[src/design/cps_pkg.sv]
// Constants shared by the control pin sequencer design files
`default_nettype none
package cps_pkg;
   // Clock rate in MHz (period 4 ns)
   localparam int CLK_MHZ = 250;
   // Counter width for all sequence timers
   localparam int TMR_W = 26;
   // Control bus usable after reset, in microseconds
   localparam int T_CTRL_READY_US = 3000;
   localparam int CTRL_READY_CYCLES = T_CTRL_READY_US * CLK_MHZ;
   // Least time from reset release to full run, in microseconds
   localparam int T_RUN_MIN_US = 10000;
   localparam int RUN_MIN_CYCLES = T_RUN_MIN_US * CLK_MHZ;
   // Start-up after power-down release, in microseconds
   localparam int T_PDN_START_US = 120000;
   localparam int PDN_START_CYCLES = T_PDN_START_US * CLK_MHZ;
   // One recovery unit of one millisecond
   localparam int T_REC_UNIT_US = 1000;
   localparam int REC_UNIT_CYCLES = T_REC_UNIT_US * CLK_MHZ;
   // Recovery interval bounds in milliseconds
   localparam logic [3:0] REC_MS_MIN = 4'h1;
   localparam logic [3:0] REC_MS_MAX = 4'ha;
   // Volume slew base step interval, in nanoseconds
   localparam int T_SLEW_BASE_NS = 1024;
   localparam int SLEW_BASE_CYCLES = T_SLEW_BASE_NS * CLK_MHZ / 1000;
   // Volume width and reset value (silent)
   localparam int VOL_W = 8;
   localparam logic [7:0] VOL_RESET = 8'h00;
   // Sequencer states
   typedef enum logic [2:0] {
      ST_BOOT, ST_PDN_HOLD, ST_PDN_START, ST_RUN, ST_ERR_HOLD, ST_ERR_REC
   } cps_state_type;
endpackage : cps_pkg
`default_nettype wire

[src/design/cps_timer.sv]
// Saturating elapsed-time counter with synchronous clear
`default_nettype none
module cps_timer #(
   parameter int WIDTH = 26
) (
   // Clock, reset and enable
   input wire logic clk,
   input wire logic rst_n,
   input wire logic ce,
   // Restart from zero
   input wire logic clear,
   // Elapsed cycles since the last clear
   output logic [WIDTH-1:0] count_reg
);
   // Saturate so a long idle never wraps into a false expiry
   always_ff @(posedge clk or negedge rst_n) begin
      if (!rst_n) begin
         count_reg <= '0;
      end else if (ce) begin
         if (clear) begin
            count_reg <= '0;
         end else if (count_reg != {WIDTH{1'b1}}) begin
            count_reg <= count_reg + 1'b1;
         end
      end
   end
endmodule : cps_timer
`default_nettype wire

[src/design/cps_sequencer.sv]
// Control pin sequencer: reset, power-down, fault recovery, mute ramp
`default_nettype none
module cps_sequencer
   import cps_pkg::*;
#(
   parameter int CTRL_READY = cps_pkg::CTRL_READY_CYCLES,
   parameter int RUN_MIN = cps_pkg::RUN_MIN_CYCLES,
   parameter int PDN_START = cps_pkg::PDN_START_CYCLES,
   parameter int REC_UNIT = cps_pkg::REC_UNIT_CYCLES
) (
   // Clock, reset pin and clock enable
   input wire logic clk,
   input wire logic rst_n,
   input wire logic ce,
   // Control pins from the host
   input wire logic power_down_pin_n,
   input wire logic backend_fault_input_n,
   input wire logic mute_n,
   // Configuration from the control interface
   input wire logic rate_detected,
   input wire logic master_volume_write,
   input wire logic [cps_pkg::VOL_W-1:0] master_volume,
   input wire logic [1:0] volume_slew_rate,
   input wire logic [3:0] recovery_ms,
   // Status outputs
   output logic mod_state_reg,
   output logic control_ready_reg,
   output logic audio_enable_reg,
   output logic [cps_pkg::VOL_W-1:0] volume_reg
);
   import cps_pkg::*;

   // Clamp the recovery setting into its legal 1..10 ms span
   function automatic logic [3:0] clamp_ms(input logic [3:0] v);
      if (v < REC_MS_MIN) begin
         return REC_MS_MIN;
      end else if (v > REC_MS_MAX) begin
         return REC_MS_MAX;
      end
      return v;
   endfunction : clamp_ms

   cps_state_type state_reg; // Sequencer state
   cps_state_type state_next; // Next sequencer state
   logic [TMR_W-1:0] elapsed; // Time in current state
   logic tmr_clear; // Restart state timer on each change
   logic [TMR_W-1:0] rec_limit; // Recovery interval in cycles
   logic vol_cmd_seen_reg; // Master volume command since start
   logic [TMR_W-1:0] slew_count; // Time since last volume step
   logic slew_tick; // Volume step due
   logic [VOL_W-1:0] vol_target; // Where the ramp heads
   logic [TMR_W-1:0] slew_limit; // Step interval in cycles

   // Interval counter for the sequence
   cps_timer #(.WIDTH(TMR_W)) u_seq_timer (
      .clk(clk),
      .rst_n(rst_n),
      .ce(ce),
      .clear(tmr_clear),
      .count_reg(elapsed)
   );

   // Interval counter for the volume slew
   cps_timer #(.WIDTH(TMR_W)) u_slew_timer (
      .clk(clk),
      .rst_n(rst_n),
      .ce(ce),
      .clear(slew_tick),
      .count_reg(slew_count)
   );

   // Recovery length; product stays below the timer range
   assign rec_limit = TMR_W'(int'(clamp_ms(recovery_ms)) * REC_UNIT);

   // Next-state decode; power-down outranks a back-end fault
   always_comb begin
      state_next = state_reg;
      if (!power_down_pin_n) begin
         state_next = ST_PDN_HOLD;
      end else begin
         unique case (state_reg)
            ST_BOOT: begin
               // Full run never before the least start-up time
               if (elapsed >= TMR_W'(RUN_MIN - 1)) state_next = ST_RUN;
            end
            ST_PDN_HOLD: begin
               // Release; host already gave the master clocks
               state_next = ST_PDN_START;
            end
            ST_PDN_START: begin
               if (elapsed >= TMR_W'(PDN_START - 1)) state_next = ST_RUN;
            end
            ST_RUN: begin
               if (!backend_fault_input_n) state_next = ST_ERR_HOLD;
            end
            ST_ERR_HOLD: begin
               if (backend_fault_input_n) state_next = ST_ERR_REC;
            end
            ST_ERR_REC: begin
               // A fresh fault restarts the recovery
               if (!backend_fault_input_n) begin
                  state_next = ST_ERR_HOLD;
               end else if (elapsed >= rec_limit - 1'b1) begin
                  state_next = ST_RUN;
               end
            end
         endcase
      end
   end

   assign tmr_clear = (state_next != state_reg);

   // State register; reset pin restarts the boot sequence
   always_ff @(posedge clk or negedge rst_n) begin
      if (!rst_n) begin
         state_reg <= ST_BOOT;
      end else if (ce) begin
         state_reg <= state_next;
      end
   end

   // Modulation valid only in run; reset clears it at once
   always_ff @(posedge clk or negedge rst_n) begin
      if (!rst_n) begin
         mod_state_reg <= 1'b0;
      end else if (ce) begin
         mod_state_reg <= (state_next == ST_RUN);
      end
   end

   // Control interface usable once the boot delay has passed or the boot state is left
   always_ff @(posedge clk or negedge rst_n) begin
      if (!rst_n) begin
         control_ready_reg <= 1'b0;
      end else if (ce) begin
         if (state_reg == ST_BOOT) begin
            control_ready_reg <= (elapsed >= TMR_W'(CTRL_READY - 1));
         end else begin
            // Registers survive power-down, so access stays open
            control_ready_reg <= 1'b1;
         end
      end
   end

   // Remember a master volume command; set wins over a clear
   always_ff @(posedge clk or negedge rst_n) begin
      if (!rst_n) begin
         vol_cmd_seen_reg <= 1'b0;
      end else if (ce) begin
         if (master_volume_write) begin
            vol_cmd_seen_reg <= 1'b1;
         end else if (state_reg == ST_PDN_HOLD) begin
            vol_cmd_seen_reg <= 1'b0;
         end
      end
   end

   // Audio flows only with valid modulation, rate and volume command
   always_ff @(posedge clk or negedge rst_n) begin
      if (!rst_n) begin
         audio_enable_reg <= 1'b0;
      end else if (ce) begin
         audio_enable_reg <= (state_next == ST_RUN) && rate_detected &&
            (vol_cmd_seen_reg || master_volume_write);
      end
   end

   // Step interval doubles with each slew setting
   assign slew_limit = TMR_W'(SLEW_BASE_CYCLES) << volume_slew_rate;
   assign slew_tick = (slew_count >= slew_limit - 1'b1);
   assign vol_target = mute_n ? master_volume : VOL_RESET;

   // Ramp one code per tick so mute never clicks
   always_ff @(posedge clk or negedge rst_n) begin
      if (!rst_n) begin
         volume_reg <= VOL_RESET;
      end else if (ce && slew_tick) begin
         if (volume_reg < vol_target) begin
            volume_reg <= volume_reg + 1'b1;
         end else if (volume_reg > vol_target) begin
            volume_reg <= volume_reg - 1'b1;
         end
      end
   end
endmodule : cps_sequencer
`default_nettype wire

[config.mk]
export PLATFORM = sky130hd
export DESIGN_NAME = cps_sequencer
export DESIGN_NICKNAME = d
export VERILOG_FILES = /design/src/design/cps_pkg.sv /design/src/design/cps_timer.sv /design/src/design/cps_sequencer.sv
export SDC_FILE = /design/constraint.sdc
export NUM_CORES = 1
export LEC_CHECK = 0
export BUFFER_PORTS_ARGS = -buffer_cell sky130_fd_sc_hd__buf_2
export CORE_MARGIN = 3
export CORE_UTILIZATION = 46
export CTS_CLUSTER_SIZE = 10
export DETAILED_ROUTE_END_ITERATION = 10
export GPL_TIMING_DRIVEN = 1
export PLACE_DENSITY_LB_ADDON = 0.2
export SYNTH_ARGS = -nofsm -noshare
export SYNTH_HDL_FRONTEND = slang
export SYNTH_SLANG_ARGS = --single-unit
[constraint.sdc]
create_clock -name clk -period 4.6 [get_ports clk]
set_input_delay 0.92 -clock clk [delete_from_list [all_inputs] [get_ports clk]]
set_output_delay 0.92 -clock clk [all_outputs]
set_load 0.01 [all_outputs]
# Word-level counts from Yosys, hierarchy flattened
# Index checks and enable logic that the tools add are counted.
dict set report classes {
  n_addsub 6
  n_mul 1
  div_mod_pow 0
  order_cmp 9
  eq_ne 9
  shifts 1
  n_mux 23
  n_bitwise 0
  n_reduce_logical 13
}
# op n
set ops {}
lappend ops {{$mux 26} 4}
lappend ops {{$add 26x1->26 const B} 2}
lappend ops {{$ge 26x26->1} 2}
lappend ops {{$ne 26x26->1 const B} 2}
lappend ops {{$ge 26x20->1 const B} 1}
lappend ops {{$ge 26x22->1 const B} 1}
lappend ops {{$ge 26x25->1 const B} 1}
lappend ops {{$shl 9x2->26 const A} 1}
lappend ops {{$sub 26x1->26 const B} 1}
lappend ops {{$mux 8} 3}
lappend ops {{$sub 22x1->23 const B} 1}
lappend ops {{$mux 3} 7}
lappend ops {{$mul 4x14->18 const B} 1}
lappend ops {{$pmux 3 s6} 1}
lappend ops {{$mux 4} 3}
lappend ops {{$eq 3x2->1 const B} 3}
lappend ops {{$add 8x1->8 const B} 1}
lappend ops {{$gt 8x8->1} 1}
lappend ops {{$lt 8x8->1} 1}
lappend ops {{$reduce_and 2->1} 4}
lappend ops {{$reduce_bool 2->1} 4}
lappend ops {{$sub 8x1->8 const B} 1}
lappend ops {{$eq 3x3->1 const B} 2}
lappend ops {{$mux 1} 5}
lappend ops {{other kinds (7)} 9}
dict set report word_totals {
  reg_bits 67
  latchBits 0
  ramBits 0
  romBits 0
  inputBits 22
  out_inout_bits 11
  wordCells 70
  mem_count 0
}

# Logic depth before layout (Yosys ltp)
# Gate-level depths: netlist (run 1).
dict set report logic_depth {
  ltp_word 14
  ltp_mapped 26
  depth_no_buf 24
}

# Modules after synthesis
# Synthesis (run 1) repeated with hierarchy kept, for this count alone.
dict set report unflattened {
  hier_cells 737
  area_unflattened_um2 6364.9
}
# mod instances cells_each area_per_inst_um2 seq_area_each_um2
set modules_own_cells {}
lappend modules_own_cells {cps_timer 2 194 1719.1 650.6}
lappend modules_own_cells {cps_sequencer 1 349 2926.6 375.4}

# Worst setup path after synthesis (run 1)
# No wires, ideal clock.
dict set report synth_path {
  kind {reg2reg}
  startpoint {register volume_reg[1] (netlist name)}
  endpoint {register volume_reg[7] (netlist name)}
  setup_ns 0.126
  t_arrival_ns 3.367
  required_time_ns 4.474
  path_slack_ns 1.108
  path_stages_with_launch 15
  path_buffers 0
  period_less_slack_ns 3.492
  path_cell_list {dfrtp_1 ha_1 nor2b_1 o21ai_0 nand2b_1 a21oi_1 o21ai_0 ha_1 a21o_1 a21oi_1 o21ai_0 o41ai_1 xnor2_1 nand2_1 xnor2_1}
}
dict set report synth_between {
  elab_chain_cells 3
  word_cells_on_any_way 8
  cone_classes {add/sub: 2; order compare: 2; mux: 2; reduce/logical: 2}
}
# item line_no
set synth_rtl {}
lappend synth_rtl {{start: declaration} cps_sequencer.sv:29} ;# output logic [cps_pkg::VOL_W-1:0] volume_reg
lappend synth_rtl {{start signal: assignment} cps_sequencer.sv:179} ;# volume_reg <= volume_reg + 1'b1;
lappend synth_rtl {{start signal: assignment} cps_sequencer.sv:181} ;# volume_reg <= volume_reg - 1'b1;
lappend synth_rtl {{$sub 8x1->8 (tied with other cells)} cps_sequencer.sv:181}
lappend synth_rtl {{$mux 8 / $reduce_bool 2->1 (equally long branches)} --}
lappend synth_rtl {{$mux 8 / $reduce_and 2->1 (equally long branches)} --}
# Several ways; a longest one is shown, not always the timed one. The select of a mux whose other input is x is not followed.
# A chain may end at the register's enable or synchronous reset.

==> out/results.ini, run 1 <==
[timing]
max_freq_ghz = 0.193
setup_slack_ps = -592
fin_crit_sh_pct = 113
drv_slew = 0
slew_headroom_pct = 32.8
finalHoldViolCount = 0
worst_pin_slew_ps = 1010
rsz0062_at_grt = yes
period_minus_slack_ps = 5190
fin_skew_ps = 6.84
setup_viol = 30

[routing]
postRouteAntennaNets = 0
drt-wirelength-per-cell_um = 15.3
dr_total_vias = 5241
wl_um = 14000
drc = 0
drtIter0Drc = 366
vias_per_cell = 5.73
dr.pass1.iters = 5

[grt]
grt_max_degree = 56
overflow = 0
grt_pass1_vias = 4934
antenna_found_initial = 0
grt_pass1_wl_um = 22900
grt_usage_pct = 20.7

[synthesis]
synthArstFlopShare_pct = 100
ys_seq_elements = 67
synth-edff-count = 0
syn_inst = 666
syn-cell-area_um2 = 5690
netlist_top_cells_area = dfrtp_1, ha_1, nand2_1, nor2_1, xnor2_1
ys_seq_area_share_pct = 29.5
post-synth-top-area-cell = dfrtp_1
synth_warnings = 0
synth_top_area_share_pct = 29.5
post_synth.cell_area_avg_um2 = 8.54
synth_cell_types = 67
synth_flop_cell = dfrtp_1
syn_nets = 755

[setup_path]
critical_path.endpoint = u_seq_timer.count_reg[1]
cp_top_family = compound AO/OA/AOI/OAI gates
max_stage_delay_ps = 510
critPathLaunchType = input port
slowest_stage = fa_1
r2r_slack_ps = 1320
path_buf_inv = 4
critical_path_cell_count = 25
worstSetupPathType = in -> reg
worstSetupStartpoint = recovery_ms[3]
crit_arrival_ps = 5420
r2r-start = volume_reg[1]
path_max_fanout = 7
r2r_end = volume_reg[7]
reg2regPathDepth = 15
cp.required_ps = 4830
end_kind = flip-flop

[cells_and_area]
diodes = 0
drive_above_1_share_pct = 25.2
final_cell_mix = dfrtp_1, nand2_1, buf_4
area_delta_synth_final_pct = 25.4
final_core_util_pct = 60.7
final_common_cell = dfrtp_1
seq_area_um2 = 1680
final_cells = 915
multiInputGateArea_um2 = 4140
nNetsFinal = 835
num-fill-cells = 989

[cts]
clock_sinks = 67
numCtsBuffers = 9
clock_latency_ps = 340
clk_pin_slew_ps = 60
tritoncts = built
clock-root-buffer = clkbuf_16
h-tree-depth = 3
clockBufferDepth = 2
holdBufCountCts = 0

[pwr]
p_total_uw = 2640
vdd_drop_max_mv = 0.216
p_per_area_nw_per_um2 = 370
power_leakage_uw = 0.00330

[run]
max_cap_violations = 0

[placement]
portBuffers = 32
dp_hpwl_um = 10100
dpl.cell_count = 885
gp_congestion = 0.930

[status]
violations = negative setup slack
status = finished with violations

[worst_hold_path]
hold_path_class = reg -> reg

[die]
num_rows = 39
core_um2 = 11800
die_x_um = 117
die-area_um2 = 13700
die_y_um = 117
num_io_pins = 33
initial_core_util_pct = 48.4

where the power goes:
group | internal (uW) | leakage [uW] | switching (uW)
Sequential | 660 | 0.000909 | 114
Combinational | 557 | 0.00224 | 595
Clock | 439 | 0.000146 | 275
Total | 1660 | 0.00330 | 983
layout make-up:
| class | instances | area share [%] |
|---|---|---|
| multi-input combinational | 545 | 58.0 |
| sequential | 67 | 23.5 |
| timing repair buffer | 97 | 9.87 |
| clock buffer | 10 | 3.35 |
| tap | 164 | 2.88 |
| inverter | 26 | 1.42 |
| clock inverter | 6 | 0.999 |
how the worst min path moves through the flow:
stage	slack (ps)	startpoint	to	cells past startpoint
after floorplan	460	vol_cmd_seen_reg	vol_cmd_seen_reg	1
after global placement	480	vol_cmd_seen_reg	vol_cmd_seen_reg	1
after detailed placement	480	vol_cmd_seen_reg	vol_cmd_seen_reg	1
after CTS	500	vol_cmd_seen_reg	vol_cmd_seen_reg	1
after global routing	530	vol_cmd_seen_reg	vol_cmd_seen_reg	1
final	500	vol_cmd_seen_reg	vol_cmd_seen_reg	1
cell usage after synthesis, types with 19 or more instances:
master	number
and3_1	19
dfrtp_1	67
inv_1	26
nand2_1	65
nor2_1	55
a21oi_1	29
nand3_1	37
nor3_1	23
ha_1	61
o21ai_0	32
xnor2_1	22
clkbuf_1	19
cells by family (layout without fill, tap and decap cells):
group	after synthesis	after routing	synth area share, %
simple gates	281	281	25.0
compound gates	154	154	18.7
fa+ha+maj	67	67	15.5
flops	67	67	29.5
buf+inv	54	139	4.31
xor+xnor	35	35	5.39
mux	8	8	1.54
metrics by stage:
step | hold slack [ps] | setup TNS (ps) | worst slack, ps | cell area (um^2)
after CTS | 500 | -14430 | -556 | 6960
after global routing | 526 | -21160 | -781 | 7140
after detailed placement | 478 | -29810 | -1070 | 6400
after global placement | 479 | -22820 | -828 | 6400
after floorplan | 461 | -12420 | -529 | 5790
final | 495 | -15340 | -592 | 7140
metal layers:
metal | up-vias | track usage, % | share of wire [%]
met3 | 20 | 5.40 | 4.5
met1 | 2513 | 27.4 | 46
met4 | 0 | 5.12 | 1.6
met2 | 117 | 33.9 | 48
li1 | 2591 | - | -
met5 | - | 0 | 0
what timing repair did:
action,in CTS,in global routing
pin swaps,28,11
gates resized for setup,40,24
setup endpoints to repair,30,30
hold endpoints to repair,0,0
setup buffers,9,5
(Power assumes the default switching activity.)
==> run 2, diff against run 1 <==
- CELL_PAD_IN_SITES_DETAIL_PLACEMENT: not set -> 1
- CELL_PAD_IN_SITES_GLOBAL_PLACEMENT: not set -> 2
- CORE_MARGIN: 3 -> 2
- CORE_UTILIZATION: 46 -> 35
- clock period: 4.6 -> 4.4 ns (I/O delays scaled with it)
==> run 2 against run 1 <==
The flow still finishes with violations (negative setup slack). Combinational power grew 3%. Wire length up 20%. Critical endpoint is now u_seq_timer.count_reg[16]. Sequential cell count unchanged. Non-clock buffer count increased by 3. Final cell count grew 6.0%. Global-route usage decreased by 0.39 points. Utilization fell by 15 points. Clock power is 5.0% higher. Sequential share of layout area fell by 0.16 points. Highest routed layer unchanged. Register-to-register slack worse by 130 ps. Die area increased by 26%.
==> out/results.ini, run 2 (same netlist as run 1, synthesis figures left out) <==
[timing]
finalHoldViolCount = 0  ; unchanged
worst_pin_slew_ps = 662  ; was 1010 ps
setup_slack_ps = -743  ; was -592 ps
max_freq_ghz = 0.194
rsz0062_at_grt = yes  ; unchanged
period_minus_slack_ps = 5140
drv_slew = 0  ; unchanged
slew_headroom_pct = 55.9  ; was 32.8%
fin_skew_ps = 4.65  ; was 6.84 ps
setup_viol = 30  ; unchanged
fin_crit_sh_pct = 117

[status]
violations = negative setup slack  ; unchanged
status = finished with violations  ; unchanged

[placement]
portBuffers = 32  ; unchanged
gp_congestion = 0.818  ; was 0.930
pre_cts_ws_ps = -1290  ; was -1070 ps
dp_hpwl_um = 12400  ; was 10100 um

[pwr]
vdd_drop_max_mv = 0.231  ; was 0.216 mV
p_per_area_nw_per_um2 = 383  ; was 370 nW/um^2
power_leakage_uw = 0.00327  ; was 0.00330 uW

[setup_path]
crit_arrival_ps = 5360  ; was 5420 ps
crit_chain = buf_12, a21o_4, fa_1, fa_1, ha_4, a21o_1, a21oi_2, xor2_1, nand3b_1, nor2_4, nand2_4, ha_4, nand4_1, nor3_2, nand4_1, o2111ai_2, o22ai_2, o21a_4, buf_6, a31oi_2, o31ai_2
r2r_end = volume_reg[7]  ; unchanged
r2r-start = volume_reg[1]  ; unchanged
path_max_fanout = 14  ; was 7
r2r_slack_ps = 1190  ; was 1320 ps
end_kind = flip-flop  ; unchanged
reg2regPathDepth = 14  ; was 15
worstSetupPathType = in -> reg  ; unchanged
critPathLaunchType = input port  ; unchanged
worstSetupStartpoint = recovery_ms[3]  ; unchanged
critical_path.endpoint = u_seq_timer.count_reg[16]  ; was u_seq_timer.count_reg[1]
cp.required_ps = 4610  ; was 4830 ps
slowest_stage = fa_1  ; unchanged
max_stage_delay_ps = 540  ; was 510 ps

[cts]
h-tree-depth = 3  ; unchanged
clock_sinks = 67  ; unchanged
tritoncts = built  ; unchanged
clk_pin_slew_ps = 60  ; about the same
clock-root-buffer = clkbuf_16  ; unchanged
holdBufCountCts = 0  ; unchanged
clock_latency_ps = 350  ; was 340 ps
numCtsBuffers = 9  ; unchanged
clockBufferDepth = 2  ; unchanged

[cells_and_area]
final_core_util_pct = 45.2  ; was 60.7%
diodes = 0  ; unchanged
area_delta_synth_final_pct = 26.3  ; was 25.4%
nNetsFinal = 838  ; was 835
final_common_cell = dfrtp_1  ; unchanged
drive_above_1_share_pct = 25.9  ; was 25.2%
final_cell_mix = dfrtp_1, buf_4, nand2_1  ; was dfrtp_1, nand2_1, buf_4

[routing]
vias_per_cell = 5.50  ; was 5.73
drc = 0  ; unchanged
postRouteAntennaNets = 0  ; unchanged
drtIter0Drc = 228  ; was 366
dr.pass1.iters = 4  ; was 5
drt-wirelength-per-cell_um = 17.3  ; was 15.3 um
wl_um = 16800  ; was 14000 um
dr_total_vias = 5336  ; was 5241

[grt]
use_met1_pct = 26.1  ; was 27.4%
use_met2_pct = 34.7  ; was 33.9%
grt_util_met3_pct = 3.05  ; was 5.40%
grt_usage_pct = 20.3  ; was 20.7%
grt_pass1_vias = 5716  ; was 4934
grt_pass1_wl_um = 28700  ; was 22900 um
overflow = 0  ; unchanged
grt_max_degree = 43  ; was 56
antenna_found_initial = 0  ; unchanged
busiest_layer = met2  ; unchanged

[die]
die_x_um = 132  ; was 117 um
die_y_um = 132  ; was 117 um
num_rows = 46  ; was 39
num_io_pins = 33  ; unchanged
die-area_um2 = 17300  ; was 13700 um^2
core_um2 = 15900  ; was 11800 um^2
initial_core_util_pct = 35.8  ; was 48.4%

[run]
max_cap_violations = 0  ; unchanged

[worst_hold_path]
holdPathStages = 1  ; unchanged
hold_path_class = reg -> reg  ; unchanged

[run 2: final cells by class]
type,count,area [um^2]
clock buffers,11,243
clock inverters,5,62.6
fillers,1886,8700
inverters,26,101
multi-input cells,545,4130
flip-flops and latches,67,1680
well taps,216,270
repair buffers,100,703
[run 2: routing by layer]
layer | vias to the layer above | wire (um)
li1 | 2586 | -
met1 | 2655 | 7780
met2 | 70 | 8200
met3 | 25 | 431
met4 | 0 | 351
met5 | - | 0
[run 2: how the worst min path moves through the flow]
stage / start / endpoint / slack [ps]
floorplan: vol_cmd_seen_reg / vol_cmd_seen_reg / 460
global placement: vol_cmd_seen_reg / vol_cmd_seen_reg / 480
detailed placement: vol_cmd_seen_reg / vol_cmd_seen_reg / 480
CTS: vol_cmd_seen_reg / vol_cmd_seen_reg / 500
global route: u_slew_timer.count_reg[5] / u_slew_timer.count_reg[5] / 530
finish: vol_cmd_seen_reg / vol_cmd_seen_reg / 500
[run 2: report_power, final]
part	switching (uW)	internal (uW)	total [uW]
Combinational	627	564	1190
Clock	293	456	749
Sequential	124	690	813
[run 2: critical path, delay by kind of cell]
family                     cells  cell delay, ps
and+or+nand+nor                6             930
buffers and inverters          2             280
adders and majority gates      4            1540
xor gates and xnor gates       1             210
AOI/OAI and AO/OA              8            1510
[run 2: per-stage QoR]
stage | hold WS (ps) | std cells | instance area, um^2 | TNS [ps] | total power (uW)
after CTS | 505 | 966 | 7060 | -19750 | 2710
after global placement | 480 | 942 | 6490 | -29760 | 1800
final | 502 | 970 | 7190 | -20110 | 2750
after global routing | 530 | 970 | 7190 | -25990 | 2940
after floorplan | 461 | 666 | 5790 | -17220 | 1490
after detailed placement | 482 | 942 | 6490 | -36230 | 1840
[run 2: what timing repair did]
item	4_1_cts	5_1_grt
setup buffers	8	4
setup endpoints to repair	30	30
pin swaps	27	7
resized for setup	46	17
